## src/fdsc_pkg.sv

```systemverilog
// Package for the flash driver command decoder: register map, field widths, reset values.
// Assumes a single 125 MHz logic clock and an upstream I2C slave that delivers register writes.
`default_nettype none
package fdsc_pkg;
  localparam logic [7:0] FDSC_ADDR_SHUTDOWN = 8'h00;
  localparam logic [7:0] FDSC_ADDR_CFG0 = 8'h01;
  localparam logic [7:0] FDSC_ADDR_CFG1 = 8'h02;
  localparam logic [7:0] FDSC_ADDR_FLASH1 = 8'h03;
  localparam logic [7:0] FDSC_ADDR_FLASH2 = 8'h04;
  localparam logic [7:0] FDSC_ADDR_TORCH = 8'h06;
  localparam logic [7:0] FDSC_ADDR_DLY1 = 8'h07;
  localparam logic [7:0] FDSC_ADDR_DLY2 = 8'h08;
  localparam logic [7:0] FDSC_ADDR_WID1 = 8'h0A;
  localparam logic [7:0] FDSC_ADDR_WID2 = 8'h0B;
  localparam logic [7:0] FDSC_ADDR_PHREF = 8'h0D;
  localparam logic [7:0] FDSC_ADDR_VOUT = 8'h0F;
  localparam logic [7:0] FDSC_ADDR_IND = 8'h10;
  localparam logic [7:0] FDSC_ADDR_NTCREF = 8'h11;
  localparam logic [7:0] FDSC_ADDR_NTCBIAS = 8'h12;
  localparam logic [7:0] FDSC_ADDR_RECHG = 8'h13;
  localparam logic [7:0] FDSC_ADDR_TOUT = 8'h14;
  // Code width masks per setting
  localparam logic [7:0] FDSC_MASK3 = 8'h07;
  localparam logic [7:0] FDSC_MASK5 = 8'h1F;
  localparam logic [7:0] FDSC_MASK6 = 8'h3F;
  localparam logic [7:0] FDSC_MASK7 = 8'h7F;
  localparam logic [7:0] FDSC_MASK8 = 8'hFF;
  localparam logic [7:0] FDSC_REG_RESET = 8'h00;
  localparam int FDSC_CFG1_CLEAR_BIT = 7;
  localparam int FDSC_CFG1_PRECHG_BIT = 1;
  localparam int FDSC_CFG1_PUMP_BIT = 2;
  localparam int FDSC_NREG = 16;

  typedef struct packed {
    logic valid;
    logic [7:0] addr;
    logic [7:0] data;
  } fdsc_wr_t;

  typedef enum logic [1:0] {
    FDSC_ACTIVE = 2'b00,
    FDSC_SHDN_BIAS = 2'b01,
    FDSC_SHDN = 2'b11
  } fdsc_state_t;
endpackage
`default_nettype wire

```

## src/fdsc_decoder.sv

```systemverilog
// Command decoder and function register file of the flash LED driver.
// Assumes an I2C slave presents each completed write as one-cycle valid, address and data.
`timescale 1ns/1ps
`default_nettype none

// How it works
// - Writing the shutdown address enters shutdown and forces all LED drivers off.
// - Shutdown keeps every configuration register value for later use.
// - In shutdown the rail is not regulated and the reservoir switch opens.
// - Reservoir mid-point bias stays on in shutdown until output falls below 2 V.
// - Any data byte written to the shutdown address triggers shutdown.
// - Output voltage and recharge current selectors take three-bit codes.
// - Thermistor bias, indicator, both flash and torch currents take six-bit codes.
// - Thermistor reference takes five bits; flash time-out takes seven bits.
// - Pulse widths, delays and photo reference take full eight-bit codes.
// - Writing one to bit seven of the second configuration clears all registers.
module fdsc_decoder
  import fdsc_pkg::*;
(
  input wire logic mclk,
  input wire logic rst_n,
  input wire fdsc_wr_t wr_in,
  input wire logic vout_below_2v,
  output logic shutdown_o,
  output logic led_drive_en_o,
  output logic rail_reg_en_o,
  output logic reservoir_sw_o,
  output logic bias_en_o,
  output logic [FDSC_NREG*8-1:0] regs_o
);
  // Register index for each mapped address; 0 means unmapped
  // Reserved and status addresses fall to 0 and store nothing, though a write to one still wakes the device
  function automatic logic [4:0] reg_index(input logic [7:0] a);
    unique case (a)
      FDSC_ADDR_CFG0: reg_index = 5'h01;
      FDSC_ADDR_CFG1: reg_index = 5'h02;
      FDSC_ADDR_FLASH1: reg_index = 5'h03;
      FDSC_ADDR_FLASH2: reg_index = 5'h04;
      FDSC_ADDR_TORCH: reg_index = 5'h05;
      FDSC_ADDR_DLY1: reg_index = 5'h06;
      FDSC_ADDR_DLY2: reg_index = 5'h07;
      FDSC_ADDR_WID1: reg_index = 5'h08;
      FDSC_ADDR_WID2: reg_index = 5'h09;
      FDSC_ADDR_PHREF: reg_index = 5'h0A;
      FDSC_ADDR_VOUT: reg_index = 5'h0B;
      FDSC_ADDR_IND: reg_index = 5'h0C;
      FDSC_ADDR_NTCREF: reg_index = 5'h0D;
      FDSC_ADDR_NTCBIAS: reg_index = 5'h0E;
      FDSC_ADDR_RECHG: reg_index = 5'h0F;
      FDSC_ADDR_TOUT: reg_index = 5'h10;
      default: reg_index = 5'h00;
    endcase
  endfunction

  // Code-width mask per slot, slot k holds index k+1
  // Bits above a setting's width are dropped before they reach the store
  function automatic logic [7:0] slot_mask(input int k);
    logic [7:0] m;
    m = FDSC_MASK8;
    case (k)
      2, 3, 4, 11, 13: m = FDSC_MASK6;
      10, 14: m = FDSC_MASK3;
      12: m = FDSC_MASK5;
      15: m = FDSC_MASK7;
      default: m = FDSC_MASK8;
    endcase
    slot_mask = m;
  endfunction

  fdsc_state_t state_ff;
  fdsc_state_t nxt_state;
  logic [7:0] regs_ff [FDSC_NREG];
  logic shdn_cmd_wr;
  logic clear_all;
  logic [4:0] widx;
  logic [7:0] cfg1_view;

  // Write decode; the data byte plays no part in recognising the shutdown command
  assign widx = reg_index(wr_in.addr);
  assign shdn_cmd_wr = wr_in.valid && (wr_in.addr == FDSC_ADDR_SHUTDOWN);
  // Second configuration as it will stand after this edge, so the controls never lag a write
  assign cfg1_view = (wr_in.valid && widx == 5'h02) ? wr_in.data : regs_ff[1];
  assign clear_all = wr_in.valid && (wr_in.addr == FDSC_ADDR_CFG1) && wr_in.data[FDSC_CFG1_CLEAR_BIT];

  // Register slots; shutdown does not touch them
  // Each slot has a second flop for its output copy, so regs_o leaves a flip-flop directly
  genvar g;
  generate
    for (g = 0; g < FDSC_NREG; g++) begin : g_reg
      always_ff @(posedge mclk or negedge rst_n) begin
        if (!rst_n) begin
          regs_ff[g] <= FDSC_REG_RESET;
        end else if (clear_all) begin
          regs_ff[g] <= FDSC_REG_RESET;
        end else if (wr_in.valid && widx == 5'(g + 1)) begin
          regs_ff[g] <= wr_in.data & slot_mask(g);
        end
      end
      always_ff @(posedge mclk or negedge rst_n) begin
        if (!rst_n) begin
          regs_o[g*8 +: 8] <= FDSC_REG_RESET;
        end else if (clear_all) begin
          regs_o[g*8 +: 8] <= FDSC_REG_RESET;
        end else if (wr_in.valid && widx == 5'(g + 1)) begin
          regs_o[g*8 +: 8] <= wr_in.data & slot_mask(g);
        end
      end
      // Each slot: output copy matches the store, no bit above the code width, cleared by the reset bit
      slot_mirror_a: assert property (@(posedge mclk) disable iff (!rst_n)
        regs_o[g*8 +: 8] == regs_ff[g])
        else $error("Register output differs from stored value");
      slot_width_a: assert property (@(posedge mclk) disable iff (!rst_n)
        (regs_ff[g] & ~slot_mask(g)) == 8'h00)
        else $error("Bit above code width is set");
      slot_clear_a: assert property (@(posedge mclk) disable iff (!rst_n)
        clear_all |=> regs_ff[g] == FDSC_REG_RESET)
        else $error("Register survived the clear bit");
    end
  endgenerate

  // Power state: any non-shutdown write wakes the device
  // Waking keeps the stored settings, so the device resumes as programmed
  always_comb begin
    nxt_state = state_ff;
    unique case (state_ff)
      FDSC_ACTIVE: if (shdn_cmd_wr) nxt_state = FDSC_SHDN_BIAS;
      FDSC_SHDN_BIAS: begin
        if (wr_in.valid && !shdn_cmd_wr) nxt_state = FDSC_ACTIVE;
        else if (vout_below_2v) nxt_state = FDSC_SHDN;
      end
      FDSC_SHDN: if (wr_in.valid && !shdn_cmd_wr) nxt_state = FDSC_ACTIVE;
      default: nxt_state = FDSC_ACTIVE;
    endcase
  end

  // State register
  always_ff @(posedge mclk or negedge rst_n) begin
    if (!rst_n) state_ff <= FDSC_ACTIVE;
    else state_ff <= nxt_state;
  end

  // Analog control outputs, registered from next state
  // Taking the next state lets every control move on the same edge as the state itself
  always_ff @(posedge mclk or negedge rst_n) begin
    if (!rst_n) begin
      shutdown_o <= 1'b0;
      led_drive_en_o <= 1'b0;
      rail_reg_en_o <= 1'b0;
      reservoir_sw_o <= 1'b0;
      bias_en_o <= 1'b0;
    end else begin
      shutdown_o <= (nxt_state != FDSC_ACTIVE);
      led_drive_en_o <= (nxt_state == FDSC_ACTIVE);
      // A clear in the same cycle wins over the enable bits written with it
      rail_reg_en_o <= (nxt_state == FDSC_ACTIVE) && !clear_all && cfg1_view[FDSC_CFG1_PUMP_BIT];
      reservoir_sw_o <= (nxt_state == FDSC_ACTIVE) && !clear_all && cfg1_view[FDSC_CFG1_PRECHG_BIT];
      bias_en_o <= (nxt_state != FDSC_SHDN);
    end
  end

  // Checks on the shutdown command and its hold on the analog controls
  shdn_leds_off_a: assert property (@(posedge mclk) disable iff (!rst_n)
    shdn_cmd_wr |=> !led_drive_en_o && shutdown_o)
    else $error("LEDs not off after shutdown write");
  leds_dark_a: assert property (@(posedge mclk) disable iff (!rst_n)
    state_ff != FDSC_ACTIVE |-> !led_drive_en_o && shutdown_o)
    else $error("LEDs enabled while shut down");
  shdn_keeps_a: assert property (@(posedge mclk) disable iff (!rst_n)
    shdn_cmd_wr |=> regs_o == $past(regs_o))
    else $error("Register changed on shutdown");
  shdn_rail_a: assert property (@(posedge mclk) disable iff (!rst_n)
    shutdown_o |-> !rail_reg_en_o && !reservoir_sw_o)
    else $error("Rail or switch active in shutdown");

  // The enables follow the stored second configuration only while active
  rail_follow_a: assert property (@(posedge mclk) disable iff (!rst_n)
    rail_reg_en_o == (state_ff == FDSC_ACTIVE && regs_ff[1][FDSC_CFG1_PUMP_BIT]))
    else $error("Rail regulation does not follow its enable");
  switch_follow_a: assert property (@(posedge mclk) disable iff (!rst_n)
    reservoir_sw_o == (state_ff == FDSC_ACTIVE && regs_ff[1][FDSC_CFG1_PRECHG_BIT]))
    else $error("Reservoir switch does not follow its enable");

  // Bias stays on through shutdown until the rail monitor reports the output low
  bias_hold_a: assert property (@(posedge mclk) disable iff (!rst_n)
    (state_ff == FDSC_SHDN_BIAS && !vout_below_2v && !wr_in.valid) |=> bias_en_o)
    else $error("Bias dropped early");
  bias_drop_a: assert property (@(posedge mclk) disable iff (!rst_n)
    (state_ff == FDSC_SHDN_BIAS && vout_below_2v && !wr_in.valid) |=> !bias_en_o)
    else $error("Bias not released");
  bias_kept_a: assert property (@(posedge mclk) disable iff (!rst_n)
    state_ff == FDSC_SHDN_BIAS |-> bias_en_o)
    else $error("Bias off before the output fell");
  bias_off_a: assert property (@(posedge mclk) disable iff (!rst_n)
    state_ff == FDSC_SHDN |-> !bias_en_o)
    else $error("Bias on after the output fell");
  any_data_a: assert property (@(posedge mclk) disable iff (!rst_n)
    (wr_in.valid && wr_in.addr == FDSC_ADDR_SHUTDOWN && wr_in.data != 8'h00) |=> shutdown_o)
    else $error("Nonzero shutdown data ignored");

  // Code widths of the narrow settings, the full byte of the first pulse width, and the clear bit
  vout_width_a: assert property (@(posedge mclk) disable iff (!rst_n) regs_ff[10][7:3] == 5'h00)
    else $error("Vout code too wide");
  rechg_width_a: assert property (@(posedge mclk) disable iff (!rst_n) regs_ff[14][7:3] == 5'h00)
    else $error("Recharge code too wide");
  flash_width_a: assert property (@(posedge mclk) disable iff (!rst_n) regs_ff[2][7:6] == 2'h0)
    else $error("Flash code too wide");
  six_bit_a: assert property (@(posedge mclk) disable iff (!rst_n)
    regs_ff[3][7:6] == 2'h0 && regs_ff[4][7:6] == 2'h0 && regs_ff[11][7:6] == 2'h0 && regs_ff[13][7:6] == 2'h0)
    else $error("Six-bit current code too wide");
  tout_width_a: assert property (@(posedge mclk) disable iff (!rst_n)
    !regs_ff[15][7] && regs_ff[12][7:5] == 3'h0)
    else $error("Time-out or reference code too wide");
  full_byte_a: assert property (@(posedge mclk) disable iff (!rst_n)
    (wr_in.valid && wr_in.addr == FDSC_ADDR_WID1 && !clear_all) |=> regs_ff[7] == $past(wr_in.data))
    else $error("Width register lost bits");
  clear_all_a: assert property (@(posedge mclk) disable iff (!rst_n)
    clear_all |=> regs_ff[3] == 8'h00 && regs_ff[1] == 8'h00)
    else $error("Clear did not reset registers");
endmodule // fdsc_decoder

`default_nettype wire

```

## config.mk

```make
export PLATFORM = sky130hd
export DESIGN_NAME = fdsc_decoder
export DESIGN_NICKNAME = d
export VERILOG_FILES = /design/src/fdsc_pkg.sv /design/src/fdsc_decoder.sv
export SDC_FILE = /design/constraint.sdc
export NUM_CORES = 1
export LEC_CHECK = 0
export BUFFER_PORTS_ARGS = -buffer_cell sky130_fd_sc_hd__clkbuf_2
export CAP_MARGIN = 20
export CELL_PAD_IN_SITES_DETAIL_PLACEMENT = 1
export CELL_PAD_IN_SITES_GLOBAL_PLACEMENT = 1
export CORE_MARGIN = 5
export CORE_UTILIZATION = 40
export CTS_CLUSTER_SIZE = 20
export DETAILED_ROUTE_END_ITERATION = 10
export GPL_TIMING_DRIVEN = 1
export PLACE_DENSITY_LB_ADDON = 0.1
export REMOVE_ABC_BUFFERS = 1
export SYNTH_ARGS = -nofsm -noshare
export SYNTH_HDL_FRONTEND = slang
export SYNTH_SLANG_ARGS = --single-unit
export TNS_END_PERCENT = 5
```

## constraint.sdc

```tcl
create_clock -name mclk -period 1.35 [get_ports mclk]
set_input_delay 0.2025 -clock mclk [delete_from_list [all_inputs] [get_ports mclk]]
set_output_delay 0.2025 -clock mclk [all_outputs]
set_load 0.01 [all_outputs]
```

==> results.yml, run 1 <==
sta:
  period_share_pct: 128
  slew_headroom_pct: 53.1
  fmax_mhz: 580
  fin_crit_ns: 1.72
  rsz0062_at_grt: "yes"
  clock_skew_ns: 0.00366
  setup_tns_ns: -23.59
  worst_pin_slew_ns: 0.698
  hold_viol_final: 0
  slew_viol_final: 0
  setup_slack_ns: -0.373
  finalSetupViolCount: 102
synthesis:
  synth_area_sq_um: 5300
  synth_top_area_cell: "dfrtp_1"
  synth_ff_type: "dfrtp_1"
  synth_area_leaders: "dfrtp_1 53%, mux2i_1 13%, nand2_1 5.9%, o21ai_0 4.2%, buf_4 3.4%"
  syn_inst: 512
  synth-edff-count: 0
  ys_warn_count: 0
  yosys_register_bits: 113
  syn_avg_cell_area_sq_um: 10.4
  async_flop_share_pct: 100
  synth_top_cell_area_share_pct: 53.3
  synth-seq-area-share_pct: 53.3
  synth.distinct_cells: 50
status:
  violations: "negative setup slack"
  outcome: "finished with violations"
finish:
  areaGrowthSynthToFinish_pct: 46.9
  n_antenna_cell: 0
  final_cell_mix: "123 x clkbuf_2, 113 x dfrtp_1, 81 x nand2_1, 63 x mux2i_1, 63 x buf_4"
  drive_gt1_share_pct: 42.2
  nNetsFinal: 742
  final_common_cell: "clkbuf_2"
  fillers: 1460
place:
  portBuffers: 128
  gp_congestion: 0.828
  hpwl_mm: 12.3
  post-place-ws_ns: -0.883
worst_hold_path:
  hold_start: "vout_below_2v"
  hold_path_class: "in -> reg"
clocking:
  cts_buffer_depth: 2
  clk_latency_ns: 0.41
  htreeDepth: 4
  cts_made_buffers: 17
  cts_tree: "built"
  clk_pin_slew_worst_paths_ns: 0.05
  cts.sinks: 113
  cts-root-buf: "clkbuf_16"
global_route:
  grt_usage_pct: 23.1
  grt_remaining_overflow: 0
  grt_max_degree: 43
  grt_pass1_wl_mm: 28.4
  antenna_found_initial: 0
  grt_pass1_vias: 5110
worst_setup_path:
  end_kind: "flop"
  critPathLaunchType: "primary input"
  critPathKind: "in -> reg"
  cp_max_fo: 8
  required_ns: 1.64
  rr_startpoint: "state_ff[0]"
  timing.critical_path.from: "wr_in[8]"
  cp.arrival_ns: 2.01
detailed_routing:
  initialDrtViolationCount: 208
  post_drt_wl_per_cell_um: 20.3
  routed_wl_mm: 18.3
  avgViaCountPerCell: 5.17
  vias: 4670
  drt_first_pass_iters: 4
  postRouteAntennaNets: 0
  drc: 0
floorplanning:
  start_util_pct: 40.4
  die-area_sq_um: 15700
  fp.dieH_um: 125
  design.core.area_sq_um: 13100
  die_x_um: 125
  ios: 153
  rows: 42
job:
  maxCapViolCount: 0
pwr:
  powerDensity_nw_per_um2: 1240
  leakagePower_nw: 3.94
  max-vdd-ir-drop_mv: 0.804
[cell type report]
cell class                 count  area [sq um]  share of cell area (%)
multi-input combinational    354          2540                    32.6
clock buffer                  19           453                    5.82
clock inverter                10           138                    1.77
inverter                       9          38.8                   0.498
tap                          176           220                    2.83
sequential                   113          2830                    36.3
timing repair buffer         222          1570                    20.2
[sequential cells by signal (all words and copies together) (netlist names)]
| name | count |
|---|---|
| rail_reg_en_o | 1 |
| reservoir_sw_o | 1 |
| bias_en_o | 1 |
| led_drive_en_o | 1 |
| shutdown_o | 1 |
| regs_o | 104 |
| regs_ff | 2 |
| state_ff | 2 |
[final timing paths]
check | slack [ns] | to | depth (start not counted)
worst max register to register | 0.37 | reservoir_sw_o | 3
min in group asynchronous | 0.22 | shutdown_o | 2
worst min-delay path | 0.13 | bias_en_o | 3
worst max-delay path | -0.37 | regs_o[52] | 9
worst min register to register | 0.51 | regs_o[105] | 2
max in group asynchronous | 0.61 | regs_o[100] | 3
[metrics by stage]
stage / power [mW] / hold slack (ns) / cells / area (sq um) / utilization, %
5_1_grt: 10.1 / 0.149 / 903 / 7790 / 59.3
3_5_place_dp: 5.01 / 0.0959 / 866 / 6710 / 51.1
2_1_floorplan: 4.28 / -0.0931 / 476 / 5060 / -
6_report: 9.62 / 0.129 / 903 / 7790 / 59.3
3_3_place_gp: 4.96 / 0.0951 / 866 / 6710 / 51.1
4_1_cts: 9.61 / 0.127 / 900 / 7550 / 57.5
[layer usage]
layer,GRT usage (%),vias to the layer above,part of all wire [%]
met3,6.61,15,6.1
li1,-,2112,-
met2,39.1,147,51
met4,5.80,0,1.0
met5,0,-,0
met1,29.2,2396,42
[synthesized netlist by cell type (all sizes together), types with 2 or more instances]
| cell | count |
|---|---|
| a211oi | 4 |
| nor3 | 4 |
| nand3 | 17 |
| dfrtp | 113 |
| nand2b | 3 |
| nor2 | 43 |
| buf | 33 |
| nand2 | 84 |
| nor4 | 4 |
| mux2i | 68 |
| nor2b | 2 |
| inv | 9 |
| o211ai | 9 |
| mux4 | 2 |
| nor3b | 4 |
| a21oi | 13 |
| o21ai | 46 |
| ha | 5 |
| clkbuf | 26 |
| or3 | 3 |
[worst max-delay path, cell delays in order]
cell and delay (ns):
buf_8 0.10, inv_6 0.06, ha_4 0.20, buf_6 0.12, mux4_2 0.53, a211oi_4 0.31, buf_12 0.18, mux2i_2 0.22
nor2_1 0.08
[logic make-up after synthesis]
group	share of synthesized area, %
AND/OR/NAND/NOR	15.1
flip-flops	53.3
AO/OA/AOI/OAI	9.84
multiplexers	13.7
buffers and inverters	6.77
adder cells (fa/ha/maj)	1.18
other	0.0707
[power breakdown]
part,switching (mW),internal [mW]
clock network,1.54,2.96
logic,0.793,0.554
registers,0.145,3.63
[what timing repair did]
item,CTS,global route
cloned,2,0
pin swaps,7,17
hold buffers,1,0
hold endpoints to repair,113,0
endpoints found under the setup margin,108,108
buffers inserted,2,3
gates resized for setup,56,57
Power figures use the tool's default switching activity.
==> run 2: changes to the inputs <==
--- a/config.mk
+++ b/config.mk
@@ -9,7 +9,7 @@
 export CAP_MARGIN = 20
 export CELL_PAD_IN_SITES_DETAIL_PLACEMENT = 1
 export CELL_PAD_IN_SITES_GLOBAL_PLACEMENT = 1
-export CORE_MARGIN = 5
+export CORE_MARGIN = 3
 export CORE_UTILIZATION = 40
 export CTS_CLUSTER_SIZE = 20
 export DETAILED_ROUTE_END_ITERATION = 10
==> results.yml, run 2 (same netlist as run 1, synthesis figures left out) <==
status:
  outcome: "finished with violations"
  violations: "negative setup slack"
sta:
  period_share_pct: 126
  slew_viol_final: 0
  fin_crit_ns: 1.70
  worst_hold_slack_ns: 0.128
  finalSetupViolCount: 101
  hold_viol_final: 0
  fmax_mhz: 587
  clock_skew_ns: 0.00432
  setup_tns_ns: -23.68
  rsz0062_at_grt: "yes"
  setup_slack_ns: -0.353
  worst_pin_slew_ns: 0.587
  slew_headroom_pct: 60.7
clocking:
  clk_latency_ns: 0.41
  cts_buffer_depth: 2
  cts_tree: "built"
  cts.sinks: 113
  htreeDepth: 4
  cts-root-buf: "clkbuf_16"
  cts_made_buffers: 17
  clk_pin_slew_worst_paths_ns: 0.05
worst_setup_path:
  end_kind: "flop"
  cp_max_fo: 6
  worstRegToRegCells: 3
  cp.arrival_ns: 1.98
  crit_chain: "buf_8 > inv_6 > ha_4 > buf_4 > mux4_2 > buf_4 > a21oi_2 > buf_6 > nand2_2 > buf_6 > mux2i_1"
  critPathKind: "in -> reg"
  critPathLaunchType: "primary input"
  slowest_delay_ns: 0.53
  crit_path_top_delay_cell: "mux4_2"
  required_ns: 1.63
  cp.depth: 11
  critical_path_buf_inv_count: 6
  crit_family: "buffers and inverters"
floorplanning:
  design.core.area_sq_um: 12800
  rows: 41
  die-area_sq_um: 14700
  ios: 153
  fp.dieH_um: 121
  start_util_pct: 41.5
  die_x_um: 121
finish:
  largest_registers: "regs_o x104, regs_ff x2, state_ff x2"
  final_cell_mix: "123 x clkbuf_2, 113 x dfrtp_1, 80 x nand2_1, 70 x buf_4, 67 x mux2i_1"
  areaGrowthSynthToFinish_pct: 49.3
  register_area_sq_um: 2830
  stdcell_count: 909
  drive_gt1_share_pct: 43.6
  final_core_util_pct: 62.0
  fillers: 1387
  nNetsFinal: 750
  n_antenna_cell: 0
  largest-register: "regs_o"
  final_common_cell: "clkbuf_2"
  design_area_sq_um: 7910
  multi_input_area_sq_um: 2550
  largest_reg_flops: 104
worst_hold_path:
  hold_path_class: "in -> reg"
  whs_path_depth: 3
pwr:
  leakagePower_nw: 4.02
  finalPower_mw: 9.68
  max-vdd-ir-drop_mv: 0.735
  powerDensity_nw_per_um2: 1220
global_route:
  grt_pass1_vias: 4966
  grt_pass1_wl_mm: 27.4
  antenna_found_initial: 0
  grt_usage_pct: 24.5
  grt_max_degree: 40
  grt_remaining_overflow: 0
place:
  gp_congestion: 0.944
  portBuffers: 128
  hpwl_mm: 11.8
  place_area_sq_um: 6740
  place_inst: 863
  post-place-ws_ns: -0.886
detailed_routing:
  routed_wl_mm: 17.6
  drt_first_pass_iters: 4
  avgViaCountPerCell: 5.11
  postRouteAntennaNets: 0
  drc: 0
  post_drt_wl_per_cell_um: 19.3
  vias: 4648
  initialDrtViolationCount: 235
job:
  maxCapViolCount: 0
## run 2: cell count changes in the layout (fill, tap and decap cells not counted), sizes merged
cell	change
clkbuf	+3
buf	+7
## run 2: final timing paths
kind	from	to	slack (ns)
setup reg to reg	state_ff[0]	rail_reg_en_o	0.29
hold / removal	vout_below_2v	bias_en_o	0.13
min in group asynchronous	rst_n	state_ff[0]	0.26
max in group asynchronous	rst_n	regs_o[79]	0.60
hold reg to reg	regs_o[106]	regs_o[106]	0.50
setup / recovery	wr_in[8]	regs_o[16]	-0.35
## run 2: layout make-up
type                            count  share of cell area (%)
Clock buffer                       21                    5.94
Clock inverter                     10                    1.69
Inverter                            9                   0.522
Multi-Input combinational cell    354                    32.2
Sequential cell                   113                    35.7
Tap cell                          172                    2.72
Timing Repair Buffer              230                    21.2
## run 2: power breakdown
part | switching, mW | internal [mW]
registers | 0.146 | 3.63
logic | 0.771 | 0.572
clock network | 1.54 | 3.02
total | 2.45 | 7.23
## run 2: timing repair
item	4_1_cts	5_1_grt
resized for setup	84	38
buffers inserted	7	6
endpoints found under the setup margin	107	108
endpoints found under the hold margin	20	0
pin swaps	18	12
hold buffers	1	0
cloned	3	0
## run 2: metal layers
metal / wire length (um) / vias to the layer above / global-route usage (%)
li1: - / 2138 / -
met4: 289 / 0 / 8.85
met5: 0 / - / 0
met2: 8840 / 142 / 40.8
met1: 7460 / 2344 / 30.5
met3: 972 / 24 / 6.67
## run 2: worst reg2reg max path: stages, from the launching register on
cell     delay [ns]
dfrtp_1        0.37
o21ai_0        0.23
o21ai_0        0.20
a21oi_1        0.18
==> run 3: changes to the inputs <==
--- a/config.mk
+++ b/config.mk
@@ -9,6 +9,7 @@
 export CAP_MARGIN = 20
 export CELL_PAD_IN_SITES_DETAIL_PLACEMENT = 1
 export CELL_PAD_IN_SITES_GLOBAL_PLACEMENT = 1
+export CORE_ASPECT_RATIO = 1.5
 export CORE_MARGIN = 3
 export CORE_UTILIZATION = 40
 export CTS_CLUSTER_SIZE = 20
==> results.yml, run 3 (same netlist as run 1, synthesis figures left out) <==
clocking:
  cts-root-buf: "clkbuf_16"
  clk_latency_ns: 0.40
  cts.sinks: 113
  htreeDepth: 4
  cts_tree: "built"
  cts_made_buffers: 17
  cts_buffer_depth: 2
  clk_pin_slew_worst_paths_ns: 0.05
sta:
  fin_crit_ns: 1.76
  period_share_pct: 130
  rsz0062_at_grt: "yes"
  clock_skew_ns: 0.00283
  setup_slack_ns: -0.407
  fmax_mhz: 569
  slew_viol_final: 0
  setup_tns_ns: -20.39
  hold_viol_final: 0
  finalSetupViolCount: 101
global_route:
  antenna_found_initial: 0
  grt_remaining_overflow: 0
  grt_max_degree: 80
  grt_usage_pct: 25.4
  grt_pass1_vias: 5228
  grt_pass1_wl_mm: 28.9
pwr:
  leakagePower_nw: 3.93
  max-vdd-ir-drop_mv: 0.790
  finalPower_mw: 9.62
  powerDensity_nw_per_um2: 1240
finish:
  n_antenna_cell: 0
  areaGrowthSynthToFinish_pct: 46.4
  fillers: 1411
  nNetsFinal: 740
  register_area_sq_um: 2830
  stdcell_count: 884
  final_common_cell: "clkbuf_2"
  largest-register: "regs_o"
  largest_reg_flops: 104
  drive_gt1_share_pct: 42.6
  largest_registers: "regs_o x104, regs_ff x2, state_ff x2"
  multi_input_area_sq_um: 2500
  final_cell_mix: "124 x clkbuf_2, 113 x dfrtp_1, 79 x nand2_1, 63 x mux2i_1, 60 x buf_4"
  final_core_util_pct: 61.1
worst_setup_path:
  rr_startpoint: "state_ff[0]"
  reg2reg_slack_ns: 0.26
  critPathLaunchType: "primary input"
  cp_max_fo: 5
  worstRegToRegCells: 3
  end_kind: "flop"
  critPathKind: "in -> reg"
  required_ns: 1.64
  r2r-end: "reservoir_sw_o"
  cp.arrival_ns: 2.04
place:
  post-place-ws_ns: -0.930
  portBuffers: 128
  hpwl_mm: 12.5
  gp_congestion: 0.865
  place_inst: 846
floorplanning:
  design.core.area_sq_um: 12700
  rows: 50
  ios: 153
  start_util_pct: 41.7
  fp.dieH_um: 147
  die_x_um: 100
  die-area_sq_um: 14700
detailed_routing:
  post_drt_wl_per_cell_um: 20.4
  drt_first_pass_iters: 4
  routed_wl_mm: 18.0
  vias: 4617
  drc: 0
  initialDrtViolationCount: 161
  postRouteAntennaNets: 0
  avgViaCountPerCell: 5.22
status:
  outcome: "finished with violations"
  violations: "negative setup slack"
worst_hold_path:
  hold_path_class: "in -> reg"
  whs_path_depth: 3
  hold_start: "vout_below_2v"
  min_to: "bias_en_o"
job:
  maxCapViolCount: 0
-- run 3: how the worst max path moves through the flow --
stage / endpoint / slack, ns / from
floorplan: regs_o[104] / -1.53 / wr_in[8]
global placement: regs_o[74] / -0.82 / wr_in[8]
detailed placement: regs_o[74] / -0.93 / wr_in[8]
CTS: regs_o[60] / -0.39 / wr_in[8]
global route: regs_o[52] / -0.45 / wr_in[9]
finish: regs_o[52] / -0.41 / wr_in[9]
-- run 3: what timing repair did --
item	4_1_cts	5_1_grt
hold buffers	1	0
pin swaps	11	10
endpoints found under the hold margin	113	0
setup buffers	4	0
resized for setup	54	48
endpoints found under the setup margin	108	108
gates cloned	1	0
-- run 3: area by class of cell --
type	count	share of cell area, %
clock inverters	12	1.69
inverters	9	0.596
multi-input cells	354	32.2
well taps	156	2.51
flip-flops and latches	113	36.4
repair buffers	220	20.6
clock buffers	20	6.01
-- run 3: per-layer routing --
metal  routed length, um  global-route usage [%]  vias up
met1                6610                    27.6     2350
met3                 841                    5.37       25
met4                 318                    8.63        0
met2               10200                    48.0      132
li1                    -                       -     2110
met5                   0                       0        -
-- run 3: critical path: stages --
cell and delay, ns:
buf_8 0.11, inv_6 0.06, ha_4 0.20, buf_4 0.14
mux4_2 0.57, a211oi_4 0.30, buf_6 0.17, mux2i_2 0.22
nor2_1 0.07
-- run 3: power by group --
| part | switching, mW | leakage [nW] | internal (mW) | total [mW] |
|---|---|---|---|---|
| combinational | 0.778 | 2.11 | 0.552 | 1.33 |
| clock | 1.65 | 0.285 | 2.87 | 4.52 |
| sequential | 0.141 | 1.54 | 3.63 | 3.77 |
-- run 3: stage by stage --
stage               hold WS (ns)  cell area (sq um)
floorplan                -0.0931               5060
global placement           0.262               6700
detailed placement         0.266               6700
CTS                        0.120               7600
global route               0.169               7760
finish                     0.139               7760
